$ cat src/core/lin_phy_cfg.svh
`ifndef LIN_PHY_CFG_SVH
`define LIN_PHY_CFG_SVH
// Register word offsets, APB byte addresses are four times the sum of base and these
`define OFS_CTL 8'h50
`define OFS_FAULT 8'h52
`define OFS_LINE 8'h53
`define OFS_TXR 8'h54
`define OFS_RXR 8'h55
`define OFS_SPA 8'h56
`define OFS_SPB 8'h57
`define OFS_WAKE 8'h58
`define OFS_MODE 8'h59
`define BASE_BLOCKING 12'h200
`define BASE_NONBLOCKING 12'h300
// Control field positions
`define CTL_IE_BIT 7
`define CTL_DD_BIT 4
`define CTL_KA_BIT 3
`define CTL_EN_BIT 2
`define CTL_IEM_BIT 15
`define CTL_DDM_BIT 12
`define CTL_KAM_BIT 11
`define CTL_ENM_BIT 10
// Fault flag positions
`define FLT_OT_BIT 7
`define FLT_HF_BIT 5
`define FLT_UV_BIT 3
`define CTL_RESET 16'h0000
// Timing
`define CLK_HZ 10000000
`define READY_TIME_US 50
`define READY_CYCLES ((`READY_TIME_US * `CLK_HZ + 999999) / 1000000)
`define WAKE_DOM_TIME_US 150
`define WAKE_DOM_CYCLES ((`WAKE_DOM_TIME_US * `CLK_HZ + 999999) / 1000000)
`endif

$ cat src/core/lin_phy_pkg.sv
package lin_phy_pkg;
  typedef enum logic [1:0] {
    SLEW_NORMAL = 2'b00,
    SLEW_SLOW = 2'b01,
    SLEW_FAST = 2'b10,
    SLEW_NORMAL_ALT = 2'b11
  } slew_t;
  typedef enum logic [1:0] {
    TXS_OFF = 2'b00,
    TXS_INIT = 2'b01,
    TXS_READY = 2'b10
  } txs_t;
endpackage : lin_phy_pkg

$ cat src/core/lin_phy_control.sv
`timescale 1ns/1ns
`include "lin_phy_cfg.svh"
// Functional notes
// - Overheat forces transmitter off, status follows
// - Overheat with enable raises interrupt request
// - New interrupt only after condition reoccurs
// - Transmitter resumes when cool and transmit request low
// - Low power: transmitter off, receiver watching
// - Long dominant then rising edge wakes
// - Keep-alive zero holds recessive on undervoltage
// - Undervoltage blocking reported by flag
// - Lines route to serial, gpio, direct
// - Ready set about 50 us after enable
// - Bus recessive until ready
// - Decode offsets from both base addresses
// - Interrupt enable written only with mask
// - Direct drive written only with mask
// - Keep-alive written only with mask
// - Module enable written only with mask
// - Slew written only when mask is 11
// - Slew codes: normal, slow, fast, normal
// - Direct drive one forces dominant
// - Control reads zero, resets zero
// - Fault flags latch, clear by write one
// - Serial source wins over gpio
// - Routed source ORed with direct drive
// - Receive bit one when bus dominant
module lin_phy_control #(
  parameter int READY_CYCLES = `READY_CYCLES,
  parameter int WAKE_CYCLES = `WAKE_DOM_CYCLES
) (
  input wire logic CLK_SYS_IN,
  input wire logic RST_B_IN,
  input wire logic PSEL_IN,
  input wire logic PENABLE_IN,
  input wire logic PWRITE_IN,
  input wire logic [11:0] PADDR_IN,
  input wire logic [31:0] PWDATA_IN,
  input wire logic [3:0] PSTRB_IN,
  output logic [31:0] PRDATA_OUT,
  output logic PREADY_OUT,
  output logic PSLVERR_OUT,
  input wire logic OVERHEAT_IN,
  input wire logic DISTURBANCE_IN,
  input wire logic LOW_SUPPLY_IN,
  input wire logic LOW_POWER_IN,
  input wire logic BUS_RX_IN,
  input wire logic SERIAL_TX_IN,
  input wire logic GPIO_TX_IN,
  output logic BUS_TX_DOMINANT_OUT,
  output logic SERIAL_RX_OUT,
  output logic GPIO_RX_OUT,
  output lin_phy_pkg::slew_t SLEW_OUT,
  output logic OVERHEAT_IRQ_OUT,
  output logic WAKE_EVENT_OUT
);
  import lin_phy_pkg::*;

  // ==========================================================
  // State
  typedef struct packed {
    logic [1:0] oh_s;
    logic [1:0] dist_s;
    logic [1:0] uv_s;
    logic [1:0] rx_s;
    logic overheat_irq_enable;
    logic direct_drive;
    logic low_supply_keep_alive;
    logic module_on;
    slew_t slew_select;
    logic overheat_flag;
    logic disturbance_flag;
    logic undervoltage_flag;
    logic tx_from_gpio;
    logic tx_from_serial;
    logic rx_to_gpio;
    logic rx_to_serial;
    logic [1:0] wake_source_reg;
    logic oh_prev;
    logic tx_locked;
    txs_t txs;
    logic [15:0] rdy_cnt;
    logic [15:0] dom_cnt;
    logic dom_long;
    logic rx_prev;
    logic wake_pulse;
    logic tx_drive;
    logic [31:0] rdata;
  } state_t;

  state_t st_reg;
  state_t st_next;

  logic access;
  logic wr;
  logic [7:0] ofs;
  logic hit;
  logic oh;
  logic rx_dom;
  logic routed_tx;
  logic tx_request;
  logic uv_block;
  logic ready;

  // ==========================================================
  // Address decode
  always_comb begin
    access = PSEL_IN && PENABLE_IN;
    wr = access && PWRITE_IN;
    ofs = 8'h00;
    hit = 1'b0;
    if (PADDR_IN[1:0] == 2'b00) begin
      // Word index sits in bits 11:2, its top two bits pick the base
      if (PADDR_IN[11:10] == 2'(`BASE_NONBLOCKING >> 8)) begin
        ofs = PADDR_IN[9:2];
        hit = 1'b1;
      end else if (PADDR_IN[11:10] == 2'(`BASE_BLOCKING >> 8)) begin
        ofs = PADDR_IN[9:2];
        hit = 1'b1;
      end
    end
    if (hit) begin
      hit = ofs inside {`OFS_CTL, `OFS_FAULT, `OFS_LINE, `OFS_TXR, `OFS_RXR, `OFS_SPA, `OFS_SPB, `OFS_WAKE, `OFS_MODE};
    end
  end

  // ==========================================================
  // Block logic
  always_comb begin
    st_next = st_reg;
    oh = st_reg.oh_s[1];
    rx_dom = st_reg.rx_s[1];
    st_next.oh_s = {st_reg.oh_s[0], OVERHEAT_IN};
    st_next.dist_s = {st_reg.dist_s[0], DISTURBANCE_IN};
    st_next.uv_s = {st_reg.uv_s[0], LOW_SUPPLY_IN};
    st_next.rx_s = {st_reg.rx_s[0], BUS_RX_IN};
    st_next.oh_prev = oh;
    st_next.rx_prev = rx_dom;
    st_next.wake_pulse = 1'b0;
    routed_tx = st_reg.tx_from_serial ? SERIAL_TX_IN : (st_reg.tx_from_gpio && GPIO_TX_IN);
    tx_request = routed_tx || st_reg.direct_drive;
    uv_block = st_reg.uv_s[1] && !st_reg.low_supply_keep_alive;
    ready = st_reg.txs == TXS_READY;
    // Overheat lock released only when cool and data recessive
    if (oh) begin
      st_next.tx_locked = 1'b1;
    end else if (!tx_request) begin
      st_next.tx_locked = 1'b0;
    end
    // Ready delay after enable
    unique case (st_reg.txs)
      TXS_OFF: begin
        st_next.rdy_cnt = 16'h0000;
        if (st_reg.module_on) begin
          st_next.txs = TXS_INIT;
        end
      end
      TXS_INIT: begin
        if (!st_reg.module_on) begin
          st_next.txs = TXS_OFF;
        end else if (st_reg.rdy_cnt == 16'(READY_CYCLES - 1)) begin
          st_next.txs = TXS_READY;
        end else begin
          st_next.rdy_cnt = st_reg.rdy_cnt + 16'h0001;
        end
      end
      TXS_READY: begin
        if (!st_reg.module_on) begin
          st_next.txs = TXS_OFF;
        end
      end
      default: st_next.txs = TXS_OFF;
    endcase
    // Wake detection on long dominant then rising edge
    if (rx_dom) begin
      if (st_reg.dom_cnt != 16'hFFFF) begin
        st_next.dom_cnt = st_reg.dom_cnt + 16'h0001;
      end
      if (st_reg.dom_cnt >= 16'(WAKE_CYCLES)) begin
        st_next.dom_long = 1'b1;
      end
    end else begin
      st_next.dom_cnt = 16'h0000;
      st_next.dom_long = 1'b0;
      if (st_reg.rx_prev && st_reg.dom_long && LOW_POWER_IN) begin
        st_next.wake_pulse = 1'b1;
      end
    end
    // Final drive: recessive unless ready, cool, powered, supplied
    st_next.tx_drive = tx_request && ready && !st_reg.tx_locked && !oh && !LOW_POWER_IN && !uv_block;
    // Register writes
    if (wr && hit) begin
      unique case (ofs)
        `OFS_CTL: begin
          if (PSTRB_IN[1:0] == 2'b11) begin
            if (PWDATA_IN[`CTL_IEM_BIT]) st_next.overheat_irq_enable = PWDATA_IN[`CTL_IE_BIT];
            if (PWDATA_IN[`CTL_DDM_BIT]) st_next.direct_drive = PWDATA_IN[`CTL_DD_BIT];
            if (PWDATA_IN[`CTL_KAM_BIT]) st_next.low_supply_keep_alive = PWDATA_IN[`CTL_KA_BIT];
            if (PWDATA_IN[`CTL_ENM_BIT]) st_next.module_on = PWDATA_IN[`CTL_EN_BIT];
            if (PWDATA_IN[9:8] == 2'b11) st_next.slew_select = slew_t'(PWDATA_IN[1:0]);
          end
        end
        `OFS_FAULT: begin
          if (PWDATA_IN[`FLT_OT_BIT]) st_next.overheat_flag = 1'b0;
          if (PWDATA_IN[`FLT_HF_BIT]) st_next.disturbance_flag = 1'b0;
          if (PWDATA_IN[`FLT_UV_BIT]) st_next.undervoltage_flag = 1'b0;
        end
        `OFS_TXR: begin
          st_next.tx_from_gpio = PWDATA_IN[1];
          st_next.tx_from_serial = PWDATA_IN[0];
        end
        `OFS_RXR: begin
          st_next.rx_to_gpio = PWDATA_IN[1];
          st_next.rx_to_serial = PWDATA_IN[0];
        end
        `OFS_WAKE: begin
          st_next.wake_source_reg = st_reg.wake_source_reg & ~PWDATA_IN[1:0];
        end
        default: begin
        end
      endcase
    end
    // Sticky flags, set wins over clear
    if (oh && !st_reg.oh_prev) st_next.overheat_flag = 1'b1;
    if (st_reg.dist_s[1]) st_next.disturbance_flag = 1'b1;
    if (uv_block && tx_request) st_next.undervoltage_flag = 1'b1;
    if (st_next.wake_pulse) st_next.wake_source_reg[0] = 1'b1;
    // Read data
    // Captured in the setup phase so it stands through the access phase
    if (PSEL_IN && !PENABLE_IN && !PWRITE_IN) begin
      st_next.rdata = 32'h0000_0000;
    end
    if (PSEL_IN && !PENABLE_IN && !PWRITE_IN && hit) begin
      unique case (ofs)
        `OFS_FAULT: st_next.rdata[7:0] = {st_reg.overheat_flag, 1'b0, st_reg.disturbance_flag, 1'b0,
                                          st_reg.undervoltage_flag, 3'b000};
        `OFS_LINE: st_next.rdata[7:0] = {ready, 5'b00000, rx_dom, st_reg.tx_drive};
        `OFS_TXR: st_next.rdata[1:0] = {st_reg.tx_from_gpio, st_reg.tx_from_serial};
        `OFS_RXR: st_next.rdata[1:0] = {st_reg.rx_to_gpio, st_reg.rx_to_serial};
        `OFS_WAKE: st_next.rdata[1:0] = st_reg.wake_source_reg;
        `OFS_MODE: st_next.rdata[2:0] = {oh, st_reg.slew_select};
        default: st_next.rdata = 32'h0000_0000;
      endcase
    end
    if (!RST_B_IN) begin
      st_next = '0;
    end
  end

  always_ff @(posedge CLK_SYS_IN) begin
    st_reg <= st_next;
  end

  // ==========================================================
  // Outputs
  assign PREADY_OUT = 1'b1;
  assign PSLVERR_OUT = access && !hit;
  assign PRDATA_OUT = st_reg.rdata;
  assign BUS_TX_DOMINANT_OUT = st_reg.tx_drive;
  assign SERIAL_RX_OUT = st_reg.rx_to_serial ? rx_dom : 1'b0;
  assign GPIO_RX_OUT = st_reg.rx_to_gpio ? rx_dom : 1'b0;
  assign SLEW_OUT = st_reg.slew_select;
  assign OVERHEAT_IRQ_OUT = st_reg.overheat_flag && st_reg.overheat_irq_enable;
  assign WAKE_EVENT_OUT = st_reg.wake_pulse;
endmodule : lin_phy_control

$ cat config.mk
export PLATFORM = sky130hd
export DESIGN_NAME = lin_phy_control
export DESIGN_NICKNAME = d
export VERILOG_FILES = /design/src/core/lin_phy_pkg.sv /design/src/core/lin_phy_control.sv
export VERILOG_INCLUDE_DIRS = /design/src /design/src/core
export SDC_FILE = /design/constraint.sdc
export NUM_CORES = 1
export LEC_CHECK = 0
export BUFFER_PORTS_ARGS = -buffer_cell sky130_fd_sc_hd__buf_4
export CAP_MARGIN = 10
export CELL_PAD_IN_SITES_DETAIL_PLACEMENT = 1
export CELL_PAD_IN_SITES_GLOBAL_PLACEMENT = 1
export CORE_MARGIN = 1
export CORE_UTILIZATION = 40
export DETAILED_ROUTE_END_ITERATION = 16
export GPL_TIMING_DRIVEN = 0
export HOLD_SLACK_MARGIN = 0.12
export PLACE_DENSITY = 0.8
export SYNTH_ARGS = -nofsm -noshare
export SYNTH_HDL_FRONTEND = slang
export SYNTH_SLANG_ARGS = --single-unit
export TNS_END_PERCENT = 10
$ cat constraint.sdc
create_clock -name CLK_SYS_IN -period 1.8 [get_ports CLK_SYS_IN]
set_input_delay 0.36 -clock CLK_SYS_IN [delete_from_list [all_inputs] [get_ports CLK_SYS_IN]]
set_output_delay 0.36 -clock CLK_SYS_IN [all_outputs]
set_load 0.02 [all_outputs]
==> results of run 1 <==
-- metrics by stage --
stage          area, um^2  worst slack [ps]  utilization  cells  hold WS [ps]
4_1_cts              5020              2.37        0.508    669           166
5_1_grt              5050             -5.22        0.512    669           175
6_report             5050              67.0        0.512    669           181
3_5_place_dp         4830              -376        0.490    654           421
3_3_place_gp         4830              -275        0.490    654           417
2_1_floorplan        4110              76.4            -    447           412
-- cell type report --
| class | count | area [um^2] | share of cell area |
|---|---|---|---|
| Sequential cell | 95 | 1900 | 0.377 |
| Multi-Input combinational cell | 291 | 1850 | 0.367 |
| Timing Repair Buffer | 74 | 559 | 0.111 |
| Buffer | 51 | 354 | 0.0702 |
| Tap cell | 133 | 166 | 0.0330 |
| Clock buffer | 11 | 141 | 0.0280 |
| Inverter | 10 | 37.5 | 0.00744 |
| Clock inverter | 4 | 32.5 | 0.00645 |
-- placed cells by master (no fill, tap or decap), drive strengths merged, types with 6 or more instances in the layout --
cell	n
nor3	7
nand2b	6
clkbuf	19
o21ai	16
buf	117
and4	7
xor2	7
nor2	39
a31oi	6
nand2	28
nand3	18
inv	10
nand4	9
nor4	6
nor2b	6
dfxtp	95
xnor2	15
a21oi	20
and3	8
mux2i	8
and2	42
-- metal layers --
metal,routed length (um),global-route usage,up-vias
li1,-,-,1664
met1,4660,0.257,1601
met2,4800,0.333,67
met3,400,0.0309,15
met4,178,0.0856,0
met5,0,0,-
-- final timing paths --
| check | from | end | slack, ps |
|---|---|---|---|
| setup / recovery | PADDR_IN[5] | PSLVERR_OUT | 70 |
| setup reg to reg | st_reg[52] | st_reg[64] | 70 |
| hold / removal | PWDATA_IN[5] | st_reg[79] | 180 |
| hold reg to reg | st_reg[91] | st_reg[92] | 440 |
-- critical path, cell delays in order --
cell and delay, ps:
buf_4 130, or2_0 220, o2111a_1 290, buf_6 160, nor2_4 100, buf_6 110
-- cells by family after synthesis --
family | count (synthesis)
simple gates | 194
flops | 95
compound gates | 63
buf+inv | 61
xor+xnor | 22
mux | 8
fa+ha+maj | 3
other cells | 1
-- what timing repair did --
action / 4_1_cts / 5_1_grt
endpoints found under the setup margin: 1 / 3
resized for setup: 2 / 7
pin swaps: 0 / 1
-- report_power, final --
| part | leakage (nW) | internal [mW] | total (mW) | switching [mW] |
|---|---|---|---|---|
| clock network | 0.0816 | 0.538 | 1.29 | 0.751 |
| logic | 1.17 | 0.0777 | 0.161 | 0.0834 |
| registers | 0.767 | 2.11 | 2.12 | 0.00784 |
==> impl_metrics.py, run 1 <==
metrics = {
    "global_routing": {
        "grt_overflow": 0,
        "grt_max_degree": 16,
        "track_usage": 0.200,
        "antenna_found_initial": 0,
        "grt_pass1_wl_um": 16300,
        "grt_pass1_vias": 3430,
    },
    "sta": {
        "slew_viol_final": 0,
        "fmax_mhz": 577,
        "finalHoldViolCount": 0,
        "finalSetupViolCount": 0,
        "tightest_slew_ps": 667,
        "timing.setup.tns_ps": 0,
        "fin_crit_sh": 0.963,
        "rsz0062_at_grt": "yes",
        "min_period_ps": 1730,
        "skew_ps": 7.90,
        "relSlewSlack": 0.551,
    },
    "clock_network": {
        "post-cts-setup-buffers": 0,
        "clock_latency_ps": 360,
        "cts_made_buffers": 9,
        "cts_tree": "built",
        "cts_hold_buf": 0,
        "cts_sinks": 95,
        "cts-root-buf": "clkbuf_8",
        "clockBufferDepth": 2,
        "path_clk_slew_ps": 90,
        "h-tree-depth": 3,
    },
    "floorplanning": {
        "die-area_um2": 10700,
        "fp.dieW_um": 103,
        "num_rows": 36,
        "design.portCount": 101,
        "coreArea_um2": 9860,
        "die_y_um": 103,
        "initial_utilization": 0.417,
    },
    "logic_synthesis": {
        "synth_area_um2": 4110,
        "synthSimpleGateAreaFrac": 0.271,
        "syn_area_per_cell_um2": 9.20,
        "yosys-top-cells-area": "dfxtp_1 46%, buf_4 6.6%, and2_1 6.2%",
        "synth_top_area_frac": 0.462,
        "synth_compound_area_frac": 0.0967,
        "yosys_warnings": 0,
        "syn_inst": 447,
        "yosysUniqueCellTypes": 55,
        "synth_top_area_cell": "dfxtp_1",
        "synth_seq_area_share": 0.462,
        "synth_common_cells": "95 x dfxtp_1, 41 x and2_1, 38 x nor2_1",
        "synthArstFlopShare": 0,
        "synth_top_family_by_area": "simple AND/OR/NAND/NOR gates",
        "synthAdderAreaFrac": 0.00913,
        "synth_xor_xnor_area_share": 0.0469,
        "synth.most_common_cell": "dfxtp_1",
        "ys_seq_elements": 95,
        "muxShareOfSynthArea": 0.0195,
        "synth_edf_count": 0,
        "synth_nets": 510,
        "synth_ff_type": "dfxtp_1",
    },
    "final_layout": {
        "largest_reg_flops": 57,
        "nets": 595,
        "drive_gt1_frac": 0.272,
        "synthToLayoutAreaGrowth_pct": 22.7,
        "diodes": 0,
        "nFillCells": 1154,
    },
    "detailed_routing": {
        "finalWirelength_um": 10000,
        "drt.antenna.violating_nets": 0,
        "routed_via_density": 5.00,
        "drt-pass1-iter-count": 4,
        "drc": 0,
        "vias": 3347,
        "drtIter0Drc": 85,
        "wire_per_inst_um": 15.0,
    },
    "power_and_ir_drop": {
        "ir_worst_vdd_mv": 0.481,
        "power_mw": 3.57,
        "leakagePower_nw": 2.02,
        "p_per_area_nw_per_um2": 708,
    },
    "placement": {
        "dp_hpwl_um": 7680,
        "io_buffers": 74,
        "gp_congestion": 0.848,
    },
    "worst_hold_path": {
        "hp-class": "in2reg",
        "holdPathStages": 2,
    },
    "outcome": {
        "outcome": "completed",
    },
    "worst_setup_path": {
        "crit_fanout": 10,
        "cp_data_arrival_time_ps": 1370,
        "setup.worst_path.start_class": "primary input",
        "cp.required_ps": 1440,
        "path_class": "in2out",
        "worst_r2r_path_depth": 6,
        "end_kind": "output pin",
    },
    "run": {
        "max_cap_violations": 0,
    },
}
Note: power is estimated with default switching activity, not from simulation.
==> run 2: changes to the inputs <==
--- a/config.mk
+++ b/config.mk
@@ -6,12 +6,13 @@
 export SDC_FILE = /design/constraint.sdc
 export NUM_CORES = 1
 export LEC_CHECK = 0
+export ABC_AREA = 1
 export BUFFER_PORTS_ARGS = -buffer_cell sky130_fd_sc_hd__buf_4
 export CAP_MARGIN = 10
 export CELL_PAD_IN_SITES_DETAIL_PLACEMENT = 1
 export CELL_PAD_IN_SITES_GLOBAL_PLACEMENT = 1
 export CORE_MARGIN = 1
-export CORE_UTILIZATION = 40
+export CORE_UTILIZATION = 39
 export DETAILED_ROUTE_END_ITERATION = 16
 export GPL_TIMING_DRIVEN = 0
 export HOLD_SLACK_MARGIN = 0.12
==> impl_metrics.py, run 2 <==
metrics = {
    "placement": {
        "dpl-instance-area_um2": 5520,
        "dp_hpwl_um": 10300,
        "gp_congestion": 0.872,
        "placedCellCount": 900,
        "io_buffers": 75,
        "post-place-ws_ps": -261,
    },
    "outcome": {
        "violations": "negative setup slack",
        "outcome": "finished with violations",
    },
    "global_routing": {
        "grt_max_degree": 16,
        "grt_pass1_vias": 4803,
        "grt_overflow": 0,
        "track_usage": 0.230,
        "antenna_found_initial": 0,
        "grt_pass1_wl_um": 23200,
    },
    "detailed_routing": {
        "drtIter0Drc": 139,
        "drt.antenna.violating_nets": 0,
        "vias": 4798,
        "wire_per_inst_um": 15.9,
        "finalWirelength_um": 14800,
        "drt-pass1-iter-count": 4,
        "drc": 0,
        "routed_via_density": 5.15,
    },
    "floorplanning": {
        "num_rows": 40,
        "die-area_um2": 12700,
        "design.portCount": 101,
        "fp.dieW_um": 113,
        "initial_utilization": 0.399,
        "coreArea_um2": 12000,
        "die_y_um": 113,
    },
    "sta": {
        "relSlewSlack": 0.534,
        "timing.setup.tns_ps": -343,
        "fmax_mhz": 488,
        "finalSetupViolCount": 5,
        "rsz0062_at_grt": "yes",
        "setup_ws_ps": -250,
        "skew_ps": 5.80,
        "min_period_ps": 2050,
        "fin_crit_sh": 1.14,
        "tightest_slew_ps": 696,
        "slew_viol_final": 0,
        "finalHoldViolCount": 0,
    },
    "power_and_ir_drop": {
        "power_mw": 4.44,
        "clkPwrFrac": 0.471,
        "leakagePower_nw": 2.76,
        "combPwrFrac": 0.051,
        "ir_worst_vdd_mv": 0.472,
        "power_frac_seq": 0.477,
        "p_sw_frac": 0.221,
        "intPower_mw": 3.46,
        "p_per_area_nw_per_um2": 720,
        "power.switching_mw": 0.983,
    },
    "logic_synthesis": {
        "syn_inst": 678,
        "synthArstFlopShare": 0,
        "synth_top_area_frac": 0.399,
        "synth_top_area_cell": "dfxtp_1",
        "yosysUniqueCellTypes": 42,
        "yosys_warnings": 0,
        "synth_edf_count": 0,
        "synth_common_cells": "145 x nand2_1, 107 x nor2_1, 95 x dfxtp_1",
        "syn_area_per_cell_um2": 7.04,
        "synth_area_um2": 4770,
        "yosys-top-cells-area": "dfxtp_1 40%, nand2_1 11%, nor2_1 8.4%",
        "synth_nets": 741,
        "synth.most_common_cell": "nand2_1",
        "synth_seq_area_share": 0.399,
        "ys_seq_elements": 95,
        "synth_ff_type": "dfxtp_1",
    },
    "worst_setup_path": {
        "cp.required_ps": 1440,
        "end_kind": "output pin",
        "cp_data_arrival_time_ps": 1690,
        "setup.worst_path.start_class": "primary input",
        "crit_fanout": 8,
        "path_class": "in2out",
    },
    "clock_network": {
        "clock_latency_ps": 350,
        "cts_made_buffers": 9,
        "h-tree-depth": 3,
        "cts_hold_buf": 0,
        "cts_sinks": 95,
        "cts-root-buf": "clkbuf_16",
        "cts_tree": "built",
        "clockBufferDepth": 2,
        "path_clk_slew_ps": 60,
    },
    "final_layout": {
        "nets": 843,
        "synthToLayoutAreaGrowth_pct": 29.2,
        "final_common_cell": "nand2_1",
        "instances_no_fill": 931,
        "diodes": 0,
        "drive_gt1_frac": 0.256,
        "final_cell_area_um2": 6170,
        "largest_reg_flops": 57,
        "layout_common_cells": "140 x nand2_1, 118 x buf_4, 101 x nor2_1",
    },
    "run": {
        "max_cap_violations": 0,
    },
    "worst_hold_path": {
        "hp-class": "in2reg",
    },
}
==> run 2: layer usage <==
metal / routed length (um) / GRT usage / vias to the layer above
li1: - / - / 2328
met1: 6310 / 0.271 / 2347
met2: 7560 / 0.412 / 90
met3: 507 / 0.0394 / 33
met4: 391 / 0.0951 / 0
met5: 0 / 0 / -
==> run 2: power groups by stage <==
stage | sequential [mW] | clock (mW) | combinational, mW
floorplan | 2.17 | 0 | 0.101
global placement | 2.17 | 0 | 0.206
detailed placement | 2.17 | 0 | 0.215
CTS | 2.12 | 2.13 | 0.222
global route | 2.12 | 2.22 | 0.247
finish | 2.12 | 2.09 | 0.228
==> run 2: path summary, 6_finish.rpt <==
check | startpoint | end | slack (ps) | cells past startpoint
setup / recovery | PADDR_IN[1] | PSLVERR_OUT | -250 | 12
hold / removal | BUS_RX_IN | st_reg[87] | 200 | 3
setup reg to reg | st_reg[37] | st_reg[47] | 60 | 10
hold reg to reg | st_reg[89] | st_reg[90] | 420 | 2
==> run 2: cell families (layout without fill, tap and decap cells) <==
logic type               after synthesis  count (layout)  share of synthesized area
AND/OR/NAND/NOR                      370             370                      0.359
other                                  1               1                   0.000786
buffers and inverters                141             247                      0.143
XOR/XNOR                              13              13                     0.0239
adder cells (fa/ha/maj)                3               3                    0.00787
flip-flops                            95              95                      0.399
AO/OA/AOI/OAI                         55              55                     0.0671
==> run 2: final cells by class <==
class / instances / area [um^2]
fill: 1546 / 5800
multi-input combinational: 442 / 2330
sequential: 95 / 1920
timing repair buffer: 91 / 728
buffer: 52 / 352
inverter: 89 / 334
clock buffer: 11 / 243
tap: 147 / 184
clock inverter: 4 / 78.8
==> run 2: critical path: stages <==
cell and delay [ps]:
buf_8 100, nor2_8 170, nand3_4 110, nor2_8 180, buf_4 150, nand3_4 60
nand2_1 80, nor2_1 60, nand2_2 110, buf_6 130, nor2_4 30, buf_6 120
==> run 2: per-stage QoR <==
stage | util | hold slack (ps)
after global placement | 0.462 | 394
after detailed placement | 0.462 | 407
after global routing | 0.515 | 211
after floorplan | - | 390
after CTS | 0.501 | 190
final | 0.515 | 200
==> run 2: what timing repair did <==
action,CTS,global route
buffers inserted,10,6
endpoints found under the setup margin,27,46
resized for setup,22,33
pin swaps,11,11
